File: src/hw/adccc_defs.svh
// Offsets, field positions, reset values and timing counts of the
// converter control. Assumes a 100 MHz mclk.
`ifndef ADCCC_DEFS_SVH
`define ADCCC_DEFS_SVH

`define ADCCC_OFS_CTL      4'h2
`define ADCCC_OFS_RESULT   4'hc
`define ADCCC_OFS_GAIN     4'he

`define ADCCC_BIT_SETTLE   6
`define ADCCC_BIT_FRONT    7
`define ADCCC_MODE_LSB     8
`define ADCCC_MODE_MSB     10
`define ADCCC_BIT_FMT_N    12
`define ADCCC_BIT_CONV     13
`define ADCCC_BIT_RDY      15
`define ADCCC_MODE_ZERO    3'h0
`define ADCCC_MODE_DIFF    3'h1
`define ADCCC_MODE_SE      3'h2
`define ADCCC_STROBES      16'h2040

`define ADCCC_CTL_RST      16'h0000
`define ADCCC_GAIN_RST     2'h0
`define ADCCC_GAIN_UNITY   2'h0

`define ADCCC_CLK_NS       10
`define ADCCC_SETTLE_NS    11600
`define ADCCC_CONV_NS      16900
`define ADCCC_SETTLE_CYC \
	((`ADCCC_SETTLE_NS + `ADCCC_CLK_NS - 1) / `ADCCC_CLK_NS)
`define ADCCC_CONV_CYC \
	((`ADCCC_CONV_NS + `ADCCC_CLK_NS - 1) / `ADCCC_CLK_NS)

`define ADCCC_HOFS_CTRL    8'h00
`define ADCCC_HOFS_STATUS  8'h04
`define ADCCC_HOFS_RESULT  8'h08
`define ADCCC_HOFS_ISTAT   8'h0c
`define ADCCC_HOFS_IMASK   8'h10
`define ADCCC_HBIT_GO      31
`define ADCCC_HBIT_ILV     24

`endif

File: src/hw/adccc_pkg.sv
// State type of the host end of the converter control.
// Assumes adccc_defs.svh carries the numbers.
package adccc_pkg;

	typedef enum logic [3:0] {
		H_IDLE     = 4'h0,
		H_GAIN_ONE = 4'h1,
		H_SEL      = 4'h2,
		H_GAIN_SET = 4'h3,
		H_WR_BOTH  = 4'h4,
		H_WR_SET   = 4'h5,
		H_POLL_SET = 4'h6,
		H_WR_CONV  = 4'h7,
		H_POLL_RDY = 4'h8,
		H_READ     = 4'h9
	} adccc_hstate_t;

endpackage : adccc_pkg

File: src/hw/adccc_bus_if.sv
// Board register port between host and converter control.
// Assumes both ends share mclk; one access per sel, closed by ack.
`timescale 1ns/1ps
interface adccc_bus_if;
	logic        sel;
	logic        wr;
	logic [3:0]  addr;
	logic [15:0] wdata;
	logic [15:0] rdata;
	logic        ack;

	modport dev (
		input  sel,
		input  wr,
		input  addr,
		input  wdata,
		output rdata,
		output ack
	);
	modport host (
		output sel,
		output wr,
		output addr,
		output wdata,
		input  rdata,
		input  ack
	);
endinterface : adccc_bus_if

File: src/hw/adccc_device.sv
// Converter control of the analog input board: control word, gain,
// settling and conversion timers, flags and result register.
// Assumes one 100 MHz clock and a converter sample held on sample.
`timescale 1ns/1ps
`include "adccc_defs.svh"

module adccc_device #(
	parameter int RES_W      = 12,
	parameter int SETTLE_CYC = `ADCCC_SETTLE_CYC,
	parameter int CONV_CYC   = `ADCCC_CONV_CYC
) (
	input  wire logic           mclk,
	input  wire logic           rst_n,
	adccc_bus_if.dev            bus,
	input  wire logic [RES_W-1:0] sample,
	output logic                front_connector_select,
	output logic [2:0]          mux_mode,
	output logic [4:0]          mux_channel,
	output logic [1:0]          gain_amplifier,
	output logic                channel_blocked,
	output logic                hold
);
	import adccc_pkg::*;

	generate
		if (RES_W < 2 || RES_W > 15)
			$error("adccc_device: RES_W must be 2 to 15");
		if (SETTLE_CYC < 1 || SETTLE_CYC > 65535)
			$error("adccc_device: SETTLE_CYC out of range");
		if (CONV_CYC < 1 || CONV_CYC > 65535)
			$error("adccc_device: CONV_CYC out of range");
	endgenerate

	localparam logic [15:0] SETTLE_LOAD = 16'(SETTLE_CYC - 1);
	localparam logic [15:0] CONV_LOAD   = 16'(CONV_CYC - 1);

	typedef struct packed {
		logic [15:0]      ctl;
		logic [1:0]       gain;
		logic [15:0]      result;
		logic             rdy;
		logic             settle_busy;
		logic             conv_busy;
		logic             conv_pend;
		logic [15:0]      scnt;
		logic [15:0]      ccnt;
		logic [RES_W-1:0] held;
		logic [15:0]      diff_used;
		logic             blocked;
		logic [4:0]       chan;
		logic             ack;
		logic [15:0]      rdata;
	} adccc_dev_t;

	adccc_dev_t s;
	adccc_dev_t next_s;

	// Offset binary in, optionally two's complement out
	function automatic logic [15:0] adccc_format(
		input logic [RES_W-1:0] raw,
		input logic             binary
	);
		logic [RES_W-1:0] v;
		v = raw;
		if (binary)
			return {{(16-RES_W){1'b0}}, raw};
		v[RES_W-1] = ~raw[RES_W-1];
		return {{(16-RES_W){v[RES_W-1]}}, v};
	endfunction : adccc_format

	logic       access;
	logic       wr_ctl;
	logic       wr_gain;
	logic       rd_result;
	logic       settle_go;
	logic       conv_go;
	logic       settle_end;
	logic       conv_start;
	logic       conv_end;
	logic [2:0] wmode;

	always_comb begin
		next_s     = s;
		access     = bus.sel & ~s.ack;
		wr_ctl     = access & bus.wr & (bus.addr == `ADCCC_OFS_CTL);
		wr_gain    = access & bus.wr & (bus.addr == `ADCCC_OFS_GAIN);
		rd_result  = access & ~bus.wr & (bus.addr == `ADCCC_OFS_RESULT);
		wmode      = bus.wdata[`ADCCC_MODE_MSB:`ADCCC_MODE_LSB];
		settle_go  = wr_ctl & bus.wdata[`ADCCC_BIT_SETTLE];
		conv_go    = wr_ctl & bus.wdata[`ADCCC_BIT_CONV];
		settle_end = s.settle_busy & (s.scnt == 16'h0000);
		conv_end   = s.conv_busy & (s.ccnt == 16'h0000);
		conv_start = (conv_go & ~settle_go & ~s.conv_busy)
			| (s.conv_pend & ~s.settle_busy & ~s.conv_busy);
		next_s.ack = access;

		if (wr_ctl)
			next_s.ctl = bus.wdata & ~`ADCCC_STROBES;
		if (wr_gain)
			next_s.gain = bus.wdata[1:0];

		// remember rear differential pairs in use
		if (wr_ctl && !bus.wdata[`ADCCC_BIT_FRONT]
				&& wmode == `ADCCC_MODE_DIFF)
			next_s.diff_used[bus.wdata[3:0]] = 1'b1;

		// timing made here, host only polls
		if (settle_go) begin
			next_s.settle_busy = 1'b1;
			next_s.scnt        = SETTLE_LOAD;
		end else if (settle_end) begin
			next_s.settle_busy = 1'b0;
		end else if (s.settle_busy) begin
			next_s.scnt = s.scnt - 16'h0001;
		end

		if (settle_go && conv_go)
			next_s.conv_pend = 1'b1;
		else if (conv_start)
			next_s.conv_pend = 1'b0;

		// settle plus convert paces basic use
		if (conv_start) begin
			next_s.conv_busy = 1'b1;
			next_s.ccnt      = CONV_LOAD;
			next_s.held      = sample;
		end else if (conv_end) begin
			next_s.conv_busy = 1'b0;
			next_s.result = adccc_format(s.held,
				s.ctl[`ADCCC_BIT_FMT_N]);
		end else if (s.conv_busy) begin
			next_s.ccnt = s.ccnt - 16'h0001;
		end

		// read clears ready; a new result wins
		if (conv_end)
			next_s.rdy = 1'b1;
		else if (rd_result)
			next_s.rdy = 1'b0;

		if (next_s.ctl[`ADCCC_BIT_FRONT]
				|| next_s.ctl[10:8] == `ADCCC_MODE_DIFF)
			next_s.chan = {1'b0, next_s.ctl[3:0]};
		else
			next_s.chan = next_s.ctl[4:0];
		// pins taken by a differential pair
		next_s.blocked = ~next_s.ctl[`ADCCC_BIT_FRONT]
			& (next_s.ctl[10:8] == `ADCCC_MODE_SE)
			& next_s.diff_used[next_s.ctl[3:0]];

		if (access && !bus.wr) begin
			case (bus.addr)
				`ADCCC_OFS_CTL: begin
					next_s.rdata = s.ctl;
					next_s.rdata[`ADCCC_BIT_SETTLE] = s.settle_busy;
					next_s.rdata[`ADCCC_BIT_CONV]   = s.conv_busy;
					next_s.rdata[14]                = 1'b0;
					next_s.rdata[`ADCCC_BIT_RDY]    = s.rdy;
				end
				`ADCCC_OFS_RESULT: next_s.rdata = s.result;
				`ADCCC_OFS_GAIN:   next_s.rdata = {14'h0000, s.gain};
				default:           next_s.rdata = 16'h0000;
			endcase
		end
	end

	always_ff @(posedge mclk or negedge rst_n) begin
		if (!rst_n) begin
			s      <= '0;
			s.ctl  <= `ADCCC_CTL_RST;
			s.gain <= `ADCCC_GAIN_RST;
		end else begin
			s <= next_s;
		end
	end

	assign bus.ack   = s.ack;
	assign bus.rdata = s.rdata;
	assign front_connector_select = s.ctl[`ADCCC_BIT_FRONT];
	// Blocked single-ended pins read as zeroed input, not a wrong pin
	assign mux_mode    = s.blocked ? `ADCCC_MODE_ZERO : s.ctl[10:8];
	assign mux_channel = s.chan;
	assign gain_amplifier  = s.gain;
	assign channel_blocked = s.blocked;
	assign hold            = s.conv_busy;

endmodule : adccc_device

File: src/flat_wrapper.sv
// flat-port wrapper written by rule: the top's interface ports become plain ports
module adccc_device_flat import adccc_pkg::*;
#(
	parameter int RES_W      = 12,
	parameter int SETTLE_CYC = `ADCCC_SETTLE_CYC,
	parameter int CONV_CYC   = `ADCCC_CONV_CYC
)
  (mclk, rst_n, sample, front_connector_select, mux_mode, mux_channel, gain_amplifier, channel_blocked, hold, bus_sel, bus_wr, bus_addr, bus_wdata, bus_rdata, bus_ack);
  adccc_bus_if bus_i ();
  input  wire logic mclk;
  input  wire logic rst_n;
  input  wire logic [RES_W-1:0] sample;
  output logic front_connector_select;
  output logic [2:0] mux_mode;
  output logic [4:0] mux_channel;
  output logic [1:0] gain_amplifier;
  output logic channel_blocked;
  output logic hold;
  input wire logic [$bits(bus_i.sel)-1:0] bus_sel;
  input wire logic [$bits(bus_i.wr)-1:0] bus_wr;
  input wire logic [$bits(bus_i.addr)-1:0] bus_addr;
  input wire logic [$bits(bus_i.wdata)-1:0] bus_wdata;
  output wire logic [$bits(bus_i.rdata)-1:0] bus_rdata;
  output wire logic [$bits(bus_i.ack)-1:0] bus_ack;
  assign bus_i.sel = bus_sel;
  assign bus_i.wr = bus_wr;
  assign bus_i.addr = bus_addr;
  assign bus_i.wdata = bus_wdata;
  assign bus_rdata = bus_i.rdata;
  assign bus_ack = bus_i.ack;
  adccc_device #(.RES_W(RES_W), .SETTLE_CYC(SETTLE_CYC), .CONV_CYC(CONV_CYC)) u_core (.mclk(mclk), .rst_n(rst_n), .bus(bus_i), .sample(sample), .front_connector_select(front_connector_select), .mux_mode(mux_mode), .mux_channel(mux_channel), .gain_amplifier(gain_amplifier), .channel_blocked(channel_blocked), .hold(hold));
endmodule
File: config.mk
export PLATFORM = sky130hd
export DESIGN_NAME = adccc_device_flat
export DESIGN_NICKNAME = d
export VERILOG_FILES = /design/src/hw/adccc_pkg.sv /design/src/hw/adccc_bus_if.sv /design/src/hw/adccc_device.sv /design/src/flat_wrapper.sv
export VERILOG_INCLUDE_DIRS = /design/src /design/src/hw
export SDC_FILE = /design/constraint.sdc
export NUM_CORES = 1
export LEC_CHECK = 0
export ABC_AREA = 0
export BUFFER_PORTS_ARGS = -buffer_cell sky130_fd_sc_hd__buf_2
export CAP_MARGIN = 10
export CORE_ASPECT_RATIO = 0.9
export CORE_MARGIN = 2
export CORE_UTILIZATION = 62
export DETAILED_ROUTE_END_ITERATION = 8
export PLACE_DENSITY = 0.89
export RECOVER_POWER = 25
export SYNTH_ARGS = -nofsm -noshare
export SYNTH_HDL_FRONTEND = slang
export SYNTH_SLANG_ARGS = --single-unit
File: constraint.sdc
create_clock -name mclk -period 6.2 [get_ports mclk]
set_input_delay 0.31 -clock mclk [delete_from_list [all_inputs] [get_ports mclk]]
set_output_delay 0.31 -clock mclk [all_outputs]
set_load 0.05 [all_outputs]
* Yosys cells after proc, flatten, opt, wreduce, memory -nomap -nowiden
Cells that the tools add are included.
** Word-level totals
- Flip-flop bits (word level) :: 117
- Input bits :: 36
** Operators by class
- Bitwise gates (word level) :: 26
- Order comparisons :: 3
- Eq/ne operators :: 8
- Reduce and logical (&&, ||, !) cells :: 19
- Add/sub/neg operators :: 2
- Muxes and demuxes :: 28
** Operators with widths (count)
- $mux 16 :: 9
- $pmux 16 s3 :: 1
- $logic_not 16->1 :: 2
- $sub 16x1->16 const B :: 2
- $and 1x1->1 :: 16
- $or 16x16->16 :: 1
- $mux 1 :: 13
- $reduce_bool 2->1 :: 6
- $mux 11 :: 1
- $lt 4x5->1 const B :: 2
- $eq 4x4->1 const B :: 2
- $not 1->1 :: 8
- $eq 3x1->1 const B :: 2
- $reduce_and 2->1 :: 3
- $logic_and 1x1->1 :: 5
- $mux 5 :: 1
- $bmux 1 s4 :: 1
- $demux 1 s4 :: 1
- $eq 4x2->1 const B :: 1
- $ge 4x1->1 const B :: 1
- $ne 2x1->1 const B :: 2
- $eq 3x2->1 const B :: 1
- $mux 3 :: 1
- $logic_not 1->1 :: 2
- other kinds (2) :: 2

* Logic depth before layout (Yosys ltp)
Gate-level depths: netlist (run 1).
- Word-level depth :: 11
- Gate-level depth with buffers :: 9
- Mapped depth without buffers :: 8

* Worst setup path after synthesis (run 1)
OpenSTA, ideal clock, no wires.
- Path type :: reg2reg
- Start point :: register u_core.s, in the netlist u_core.bus.ack
- End point :: register u_core.s, in the netlist u_core.channel_blocked
- Slack :: 4057 ps
- Required time :: 6074 ps
- Path buffers :: 0
- Clock period less this slack :: 2143 ps
- Data arrival time :: 2017 ps
- Cell stages (with the launch flop) :: 7
- Cells stage by stage :: dfrtp_1 > and3b_1 > nand2_2 > mux2i_1 > mux2i_1 > mux2i_1 > o311a_1
** RTL lines
- start, declared :: line adccc_device.sv:55 : adccc_dev_t s;
- start signal, assigned :: line adccc_device.sv:173 : s <= next_s;

==> results by group, run 1 <==
Pwr
  • Leak Pwr: 2.65 nW
  • Clk pwr share: 26.0%
  • Worst ir drop on vdd: 169 uV
  • Logic gate share of total power: 20.9%
  • Switching power: 575 uW
  • Proportion of power drawn by flip-flops and latches: 53.1%
  • Power density of the placed cells: 302 nW/um^2
  • Internal Power: 1.14 mW
  • Switching part of the total: 33.6%

Timing
  • Clock skew after layout: 0.0106 ns
  • Worst slew margin: -44.4%
  • Pin slew with the least headroom to its limit: 2.17 ns
  • Final hold violations: 0
  • Timing-limited maximum frequency: 346 MHz
  • Worst hold slack after final layout: 0.116 ns
  • Setup TNS: 0 ns
  • Shortest period the worst path allows: 2.89 ns
  • Share of the clock period used by the worst path: 46.6%
  • # setup viols final: 0
  • Unrepaired setup endpoints after global routing: false
  • Number of pins with negative max-slew slack in the final report: 43

Worst hold path
  • Worst hold-check path type: in -> reg

Route
  • Number of vias per cell: 5.96
  • Total detailed-routing wirelength: 11200 um
  • Residual DRC: 0
  • Total via count in the routed design: 4080
  • ANT nets after route: 0
  • First DRT Iteration DRCs: 235
  • Number of optimization iterations in the first detailed-route pass: 5
  • Average detailed-routed wire length per instance: 16.4 um

Global route
  • Pin count of the biggest net entering global routing: 70
  • Via count of the first global-routing pass: 4091
  • Number of antenna violations at the first check in global routing: 0
  • Wire length of the first global-routing pass: 19200 um
  • Aggregate global routing overflow: 0
  • All-Layer GR Usage: 26.1%

Final layout
  • Final non-filler cell total: 684
  • FILL cells: 596
  • FF/Latch Area: 2750 um^2
  • Area taken by multi-input logic gates: 2210 um^2
  • Area delta synth->final: 7.25%
  • NumNets Final: 621
  • Final standard cell area without fillers: 5660 um^2
  • Layout cell share with drive strength beyond 1: 14.0%
  • Antenna fix cells: 0

Status
  • Failing checks: max-capacitance violations, max-slew violations
  • Result of the run: complete, but fails checks

Placed design
  • Weighted congestion at the end of routability-driven global placement: 0.866
  • Placed cell area: 5480 um^2
  • Placed Instances: 667
  • Count of input and output buffers: 63
  • Half-perimeter wire length of the detailed placement result: 7900 um

Critical path
  • Required time reported for the critical path endpoint: 6.47 ns
  • Worst reg2reg setup slack: 3.58 ns
  • End of the worst register-to-register path: u_core.s[57]
  • Sort of element at the start of the critical path: primary input
  • Element type at the critical path end: register
  • Number of cell instances on the worst register-to-register path: 6
  • Worst setup path startpoint: bus_addr[0]
  • Reg-to-reg critical path startpoint: u_core.s[56]
  • Data arrival time of the worst path: 3.15 ns
  • Max Fanout on Critical Path: 20
  • End point of the critical path: u_core.channel_blocked
  • Critical Setup Path Class: in -> reg

Synth
  • Top-area cell type share of the netlist area: 52.1%
  • Flip-flop and latch count after synthesis: 110
  • Flip-flop cell with the highest count after synthesis: sky130_fd_sc_hd__dfrtp_1
  • Number of nets produced by synthesis: 587
  • Cell type with the highest aggregate area in the netlist: sky130_fd_sc_hd__dfrtp_1
  • Synth cell count leaders: sky130_fd_sc_hd__nand2_1, sky130_fd_sc_hd__dfrtp_1, sky130_fd_sc_hd__nor2_1
  • Largest cells by area after synthesis: sky130_fd_sc_hd__dfrtp_1, sky130_fd_sc_hd__nand2_1, sky130_fd_sc_hd__buf_4
  • Mapped Avg Cell Area: 9.67 um^2
  • Async S/R FF share, synth: 100%
  • Unique masters post-synth: 60
  • Library cell with the highest instance count after synthesis: sky130_fd_sc_hd__nand2_1
  • Total of warnings raised by yosys: 0
  • Post-synth EDFFs: 0
  • Mapped Area: 5280 um^2
  • Synthesized instance count: 546
  • Fraction of the yosys area taken by sequential cells: 52.1%

Floorplanning
  • Starting utilization of the core area: 64.8%
  • Vertical die dimension: 91.6 um
  • Standard cell core area: 8150 um^2
  • Number of standard-cell rows in the floorplan: 31
  • Die width: 101 um
  • Floorplan die area: 9270 um^2
  • Count of pins on the block boundary: 66

CTS
  • TritonCTS clock tree: built
  • H-tree Lvls: 3
  • Hold-fix buffers, CTS: 1
  • Number of buffers inserted to repair setup after CTS: 0
  • Reg clk slew, reported paths: 0.11 ns
  • Number of buffers created by CTS: 9
  • Total clock sinks: 110
  • Maximum number of buffers from clock root to sink: 2
  • Quantity of gates resized following cts: 0
  • Clock tree root driver cell: sky130_fd_sc_hd__clkbuf_8
  • Clock latency at the later pin of the worst-skew pair: 0.38 ns

Run
  • Max-cap viol count: 1
## worst min-delay path by stage
| stage | slack, ns | cells past startpoint | from | end |
|---|---|---|---|---|
| floorplan | 0.01 | 0 | rst_n | u_core.bus.ack |
| global route | 0.12 | 3 | sample[9] | u_core.s[48] |
| finish | 0.12 | 3 | sample[9] | u_core.s[48] |
| global placement | 0.31 | 1 | rst_n | u_core.s[32] |
| detailed placement | 0.32 | 1 | rst_n | u_core.s[32] |
| CTS | 0.11 | 3 | sample[9] | u_core.s[48] |
## power by group through the flow
stage | Clock [mW] | Combinational (mW) | Sequential (mW)
6_report | 0.445 | 0.358 | 0.909
2_1_floorplan | 0 | 0.274 | 0.902
5_1_grt | 0.478 | 0.397 | 0.924
3_3_place_gp | 0 | 0.337 | 0.911
3_5_place_dp | 0 | 0.357 | 0.918
4_1_cts | 0.449 | 0.362 | 0.906
## layout by cell type (no fill, tap or decap), types with 4 or more instances in the layout
cell type / netlist / layout
sky130_fd_sc_hd__or3_1: 5 / 5
sky130_fd_sc_hd__a22oi_1: 10 / 10
sky130_fd_sc_hd__nor2b_1: 9 / 9
sky130_fd_sc_hd__nor2_1: 27 / 27
sky130_fd_sc_hd__o21bai_1: 9 / 9
sky130_fd_sc_hd__nor3_1: 4 / 4
sky130_fd_sc_hd__clkbuf_8: 0 / 9
sky130_fd_sc_hd__nand2_1: 150 / 150
sky130_fd_sc_hd__o211ai_1: 6 / 6
sky130_fd_sc_hd__nand3_1: 7 / 7
sky130_fd_sc_hd__a31o_2: 4 / 4
sky130_fd_sc_hd__xnor2_1: 10 / 10
sky130_fd_sc_hd__clkbuf_1: 13 / 21
sky130_fd_sc_hd__mux2i_1: 13 / 13
sky130_fd_sc_hd__dfrtp_1: 110 / 110
sky130_fd_sc_hd__xor2_1: 8 / 8
sky130_fd_sc_hd__o31ai_1: 6 / 6
sky130_fd_sc_hd__inv_1: 17 / 17
sky130_fd_sc_hd__a21oi_1: 12 / 12
sky130_fd_sc_hd__nor4_1: 7 / 7
sky130_fd_sc_hd__and3_1: 4 / 4
sky130_fd_sc_hd__buf_2: 4 / 42
sky130_fd_sc_hd__ha_1: 5 / 5
sky130_fd_sc_hd__o21ai_0: 25 / 25
## cell families after synthesis
group | synth area share (%)
simple gates | 21.5
flops | 52.1
compound gates | 11.6
buf+inv | 6.21
mux | 4.38
xor+xnor | 2.99
fa+ha+maj | 1.18
## critical path: stages
cell,delay [ns]
sky130_fd_sc_hd__buf_2,0.13
sky130_fd_sc_hd__nor4b_4,0.96
sky130_fd_sc_hd__nand2_2,0.50
sky130_fd_sc_hd__mux2i_1,0.54
sky130_fd_sc_hd__mux2i_1,0.25
sky130_fd_sc_hd__mux2i_1,0.11
sky130_fd_sc_hd__o311a_1,0.35
## layer usage
layer	routed length [um]	share of wire (%)	GRT usage (%)	vias up
li1	-	-	-	1908
met1	4940	44	35.8	2019
met2	5510	49	43.1	139
met3	659	5.9	5.77	14
met4	131	1.2	5.29	0
met5	0	0	0	-
## metrics by stage
stage	worst slack [ns]	total power [mW]	utilization, %
detailed placement	2.93	1.27	67.3
global route	2.74	1.80	69.5
floorplan	4.06	1.18	-
CTS	3.29	1.72	69.9
global placement	3.00	1.25	67.3
finish	3.31	1.71	69.5
## cell type report
type,instances,area share (%)
clock buffers,9,2.19
clock inverters,7,1.41
inverters,18,1.19
multi-input cells,376,39.0
flip-flops and latches,110,48.6
well taps,99,2.19
repair buffers,65,5.41
## registers in the layout (all words and copies together), names as in the netlist
| name | flops |
|---|---|
| u_core.gain_amplifier | 2 |
| u_core.channel_blocked | 1 |
| u_core.bus.ack | 1 |
| u_core.hold | 1 |
| u_core.front_connector_select | 1 |
| u_core.s | 83 |
| u_core.mux_channel | 5 |
| u_core.bus.rdata | 16 |
Power figures use the tool's default switching activity.
==> run 2, diff against run 1 <==
--- a/config.mk
+++ b/config.mk
@@ -6,14 +6,14 @@
 export SDC_FILE = /design/constraint.sdc
 export NUM_CORES = 1
 export LEC_CHECK = 0
-export ABC_AREA = 0
+export ABC_AREA = 1
 export BUFFER_PORTS_ARGS = -buffer_cell sky130_fd_sc_hd__buf_2
 export CAP_MARGIN = 10
 export CORE_ASPECT_RATIO = 0.9
 export CORE_MARGIN = 2
-export CORE_UTILIZATION = 62
+export CORE_UTILIZATION = 58
 export DETAILED_ROUTE_END_ITERATION = 8
-export PLACE_DENSITY = 0.89
+export PLACE_DENSITY = 0.84
 export RECOVER_POWER = 25
 export SYNTH_ARGS = -nofsm -noshare
 export SYNTH_HDL_FRONTEND = slang
==> constraint.sdc (replaced) <==
create_clock -name mclk -period 2.66 [get_ports mclk]
set_input_delay 0.133 -clock mclk [delete_from_list [all_inputs] [get_ports mclk]]
set_output_delay 0.133 -clock mclk [all_outputs]
set_load 0.05 [all_outputs]
==> results by group, run 2 <==
Timing
  • Share of the clock period used by the worst path: 82.4%
  • Shortest period the worst path allows: 2.19 ns
  • Timing-limited maximum frequency: 456 MHz
  • Pin slew with the least headroom to its limit: 1.97 ns (was 2.17 ns)
  • Final hold violations: 0 (unchanged)
  • Clock skew after layout: 0.0131 ns (was 0.0106 ns)
  • Unrepaired setup endpoints after global routing: false (unchanged)
  • # setup viols final: 0 (unchanged)
  • Worst slew margin: -31.5% (was -44.4%)
  • Setup TNS: 0 ns (unchanged)
  • Worst hold slack after final layout: 0.0231 ns (was 0.116 ns)
  • Number of pins with negative max-slew slack in the final report: 36 (was 43)

Global route
  • All-Layer GR Usage: 24.7% (was 26.1%)
  • Aggregate global routing overflow: 0 (unchanged)
  • Number of antenna violations at the first check in global routing: 0 (unchanged)
  • Wire length of the first global-routing pass: 20700 um (was 19200 um)
  • Via count of the first global-routing pass: 4555 (was 4091)
  • Pin count of the biggest net entering global routing: 51 (was 70)

Synth
  • Number of nets produced by synthesis: 715 (was 587)
  • Mapped Area: 5540 um^2 (was 5280 um^2)
  • Arithmetic-cell share of the synthesized area counting full adders, half adders and majority gates: 1.13% (was 1.18%)
  • Mapped Avg Cell Area: 8.22 um^2 (was 9.67 um^2)
  • Synthesized instance count: 674 (was 546)
  • Dominant combinational cell family by area after synthesis: simple AND/OR/NAND/NOR gates (unchanged)
  • Flip-flop cell with the highest count after synthesis: sky130_fd_sc_hd__dfrtp_1 (unchanged)
  • Multiplexer share of the synthesized area: 0.384% (was 4.38%)
  • Total of warnings raised by yosys: 0 (unchanged)
  • Async S/R FF share, synth: 100% (unchanged)
  • Largest cells by area after synthesis: sky130_fd_sc_hd__dfrtp_1, sky130_fd_sc_hd__nand2_1, sky130_fd_sc_hd__o21ai_0 (was sky130_fd_sc_hd__dfrtp_1, sky130_fd_sc_hd__nand2_1, sky130_fd_sc_hd__buf_4)
  • Post-synth EDFFs: 0 (unchanged)
  • Flip-flop and latch count after synthesis: 110 (unchanged)
  • Top-area cell type share of the netlist area: 49.7% (was 52.1%)
  • Synthesized-area fraction occupied by and/or/nand/nor cells: 28.6% (was 21.5%)
  • Xor and xnor fraction of the mapped netlist area: 1.11% (was 2.99%)
  • Library cell with the highest instance count after synthesis: sky130_fd_sc_hd__nand2_1 (unchanged)
  • Unique masters post-synth: 44 (was 60)
  • Synth cell count leaders: sky130_fd_sc_hd__nand2_1, sky130_fd_sc_hd__dfrtp_1, sky130_fd_sc_hd__inv_1 (was sky130_fd_sc_hd__nand2_1, sky130_fd_sc_hd__dfrtp_1, sky130_fd_sc_hd__nor2_1)
  • Post-synthesis compound-gate area fraction: 9.14% (was 11.6%)
  • Fraction of the yosys area taken by sequential cells: 49.7% (was 52.1%)
  • Cell type with the highest aggregate area in the netlist: sky130_fd_sc_hd__dfrtp_1 (unchanged)

Run
  • Max-cap viol count: 1 (unchanged)

Floorplanning
  • Floorplan die area: 10400 um^2 (was 9270 um^2)
  • Starting utilization of the core area: 60.2% (was 64.8%)
  • Vertical die dimension: 96.7 um (was 91.6 um)
  • Standard cell core area: 9210 um^2 (was 8150 um^2)
  • Number of standard-cell rows in the floorplan: 33 (was 31)
  • Count of pins on the block boundary: 66 (unchanged)
  • Die width: 107 um (was 101 um)

CTS
  • Clock latency at the later pin of the worst-skew pair: 0.38 ns (about the same)
  • TritonCTS clock tree: built (unchanged)
  • Maximum number of buffers from clock root to sink: 2 (unchanged)
  • Clock tree root driver cell: sky130_fd_sc_hd__clkbuf_8 (unchanged)
  • Quantity of gates resized following cts: 0 (unchanged)
  • Reg clk slew, reported paths: 0.10 ns (was 0.11 ns)
  • Total clock sinks: 110 (unchanged)
  • H-tree Lvls: 3 (unchanged)
  • Hold-fix buffers, CTS: 16 (was 1)
  • Number of buffers created by CTS: 9 (unchanged)
  • Number of buffers inserted to repair setup after CTS: 0 (unchanged)

Critical path
  • Critical Path, Cell by Cell: inv_1 -> nand3_1 -> inv_2 -> nand2_4 -> nor2_4 -> inv_2 -> nand2_4 -> nand3b_4 -> nor2_4 -> nand2_1 -> a21oi_1 -> nor2_1 (was buf_2 -> nor4b_4 -> nand2_2 -> mux2i_1 -> mux2i_1 -> mux2i_1 -> o311a_1)
  • Element type at the critical path end: register (unchanged)
  • Number of cell instances on the worst register-to-register path: 12 (was 6)
  • Data arrival time of the worst path: 2.46 ns (was 3.15 ns)
  • Slowest library cell on the worst path: sky130_fd_sc_hd__dfrtp_1 (was sky130_fd_sc_hd__nor4b_4)
  • Critical Setup Path Class: reg -> reg (was in -> reg)
  • Worst setup path startpoint: u_core.bus.ack (was bus_addr[0])
  • Reg-to-reg critical path startpoint: u_core.bus.ack (was u_core.s[56])
  • Sort of element at the start of the critical path: register (was primary input)
  • CP peak stage delay: 0.40 ns (was 0.96 ns)
  • Required time reported for the critical path endpoint: 2.93 ns (was 6.47 ns)
  • Max Fanout on Critical Path: 18 (was 20)

Pwr
  • Power density of the placed cells: 621 nW/um^2 (was 302 nW/um^2)
  • Worst ir drop on vdd: 484 uV (was 169 uV)
  • Leak Pwr: 3.05 nW (was 2.65 nW)

Worst hold path
  • Launch point of the worst hold path: bus_wdata[8] (was sample[9])
  • Number of instances on the worst hold path: 3 (unchanged)
  • Worst hold-check path type: in -> reg (unchanged)

Route
  • Residual DRC: 0 (unchanged)
  • Number of optimization iterations in the first detailed-route pass: 5 (unchanged)
  • Total via count in the routed design: 4684 (was 4080)
  • First DRT Iteration DRCs: 294 (was 235)
  • Number of vias per cell: 5.45 (was 5.96)
  • Total detailed-routing wirelength: 12100 um (was 11200 um)
  • Average detailed-routed wire length per instance: 14.1 um (was 16.4 um)
  • ANT nets after route: 0 (unchanged)

Final layout
  • Area delta synth->final: 12.4% (was 7.25%)
  • Register bank with the most flops: u_core.s (unchanged)
  • NumNets Final: 774 (was 621)
  • Antenna fix cells: 0 (unchanged)
  • Layout cell share with drive strength beyond 1: 15.6% (was 14.0%)
  • Number of flip-flops in the largest register: 83 (unchanged)
  • Most frequent standard cell in the layout excluding fill and tap cells: sky130_fd_sc_hd__nand2_1 (unchanged)
  • Commonest non-fill, non-tap cells in the layout: sky130_fd_sc_hd__nand2_1, sky130_fd_sc_hd__dfrtp_1, sky130_fd_sc_hd__inv_1 (was sky130_fd_sc_hd__nand2_1, sky130_fd_sc_hd__dfrtp_1, sky130_fd_sc_hd__buf_2)

Placed design
  • Weighted congestion at the end of routability-driven global placement: 0.951 (was 0.866)
  • Half-perimeter wire length of the detailed placement result: 8810 um (was 7900 um)
  • Count of input and output buffers: 63 (unchanged)

Status
  • Failing checks: max-capacitance violations, max-slew violations (unchanged)
  • Result of the run: complete, but fails checks (unchanged)
-- run 2: cell types whose count changed in the layout (fill, tap and decap cells not counted), moves of 12 or more --
cell	previous run	this run
sky130_fd_sc_hd__dlygate4sd3_1	1	16
sky130_fd_sc_hd__mux2i_1	13	1
sky130_fd_sc_hd__nand3_1	7	44
sky130_fd_sc_hd__inv_1	17	77
sky130_fd_sc_hd__clkbuf_1	21	1
sky130_fd_sc_hd__buf_2	42	62
sky130_fd_sc_hd__nand2_1	150	183
sky130_fd_sc_hd__nor2_1	27	57
sky130_fd_sc_hd__o21ai_0	25	64
-- run 2: worst paths after layout --
check                      slack (ns)            end
max                              0.47   u_core.s[73]
min                              0.02  u_core.s[113]
max in group asynchronous        0.59   u_core.s[40]
max reg2reg                      0.47   u_core.s[73]
min reg2reg                      0.46   u_core.s[25]
min in group asynchronous        0.83   u_core.s[75]
-- run 2: routing by layer --
| layer | global-route usage (%) | vias up | routed length, um |
|---|---|---|---|
| met3 | 4.99 | 16 | 679 |
| met2 | 40.9 | 158 | 6060 |
| li1 | - | 2250 | - |
| met5 | 0 | - | 0 |
| met1 | 33.0 | 2260 | 5170 |
| met4 | 7.19 | 0 | 172 |
-- run 2: cells by family after synthesis --
group / Yosys count
adders and majority gates: 5
and+or+nand+nor: 338
buffers and inverters: 119
AOI/OAI and AO/OA: 93
xor gates and xnor gates: 7
DFF: 110
muxes: 2
-- run 2: stage by stage --
stage               instances  cell area (um^2)  power [mW]  worst slack (ns)  utilization (%)
global route              860              6230        4.05             0.156             67.6
finish                    860              6230        3.87             0.469             67.6
global placement          828              5830        2.64             0.587             63.3
detailed placement        828              5830        2.67             0.514             63.3
floorplan                 674              5540        2.48             0.749                -
CTS                       860              6230        3.89             0.488             67.7
-- run 2: critical path, delay by kind of cell, from the launching register on --
family                 cells  cell delay, ns
AOI/OAI and AO/OA          1            0.15
buffers and inverters      3            0.36
and+or+nand+nor            8            1.16
DFF                        1            0.40
-- run 2: layout make-up --
type / instances / area [um^2]
fillers: 726 / 2980
flip-flops and latches: 110 / 2750
multi-input cells: 445 / 2240
repair buffers: 84 / 524
inverters: 83 / 317
well taps: 122 / 153
clock buffers: 9 / 124
clock inverters: 7 / 121
-- run 2: power breakdown --
group          total, mW  internal [mW]  leakage [nW]  switching, mW
sequential          1.95           1.82          1.28          0.128
combinational      0.714          0.218          1.65          0.495
clock               1.20          0.630         0.124          0.572
total               3.87           2.67          3.05           1.20
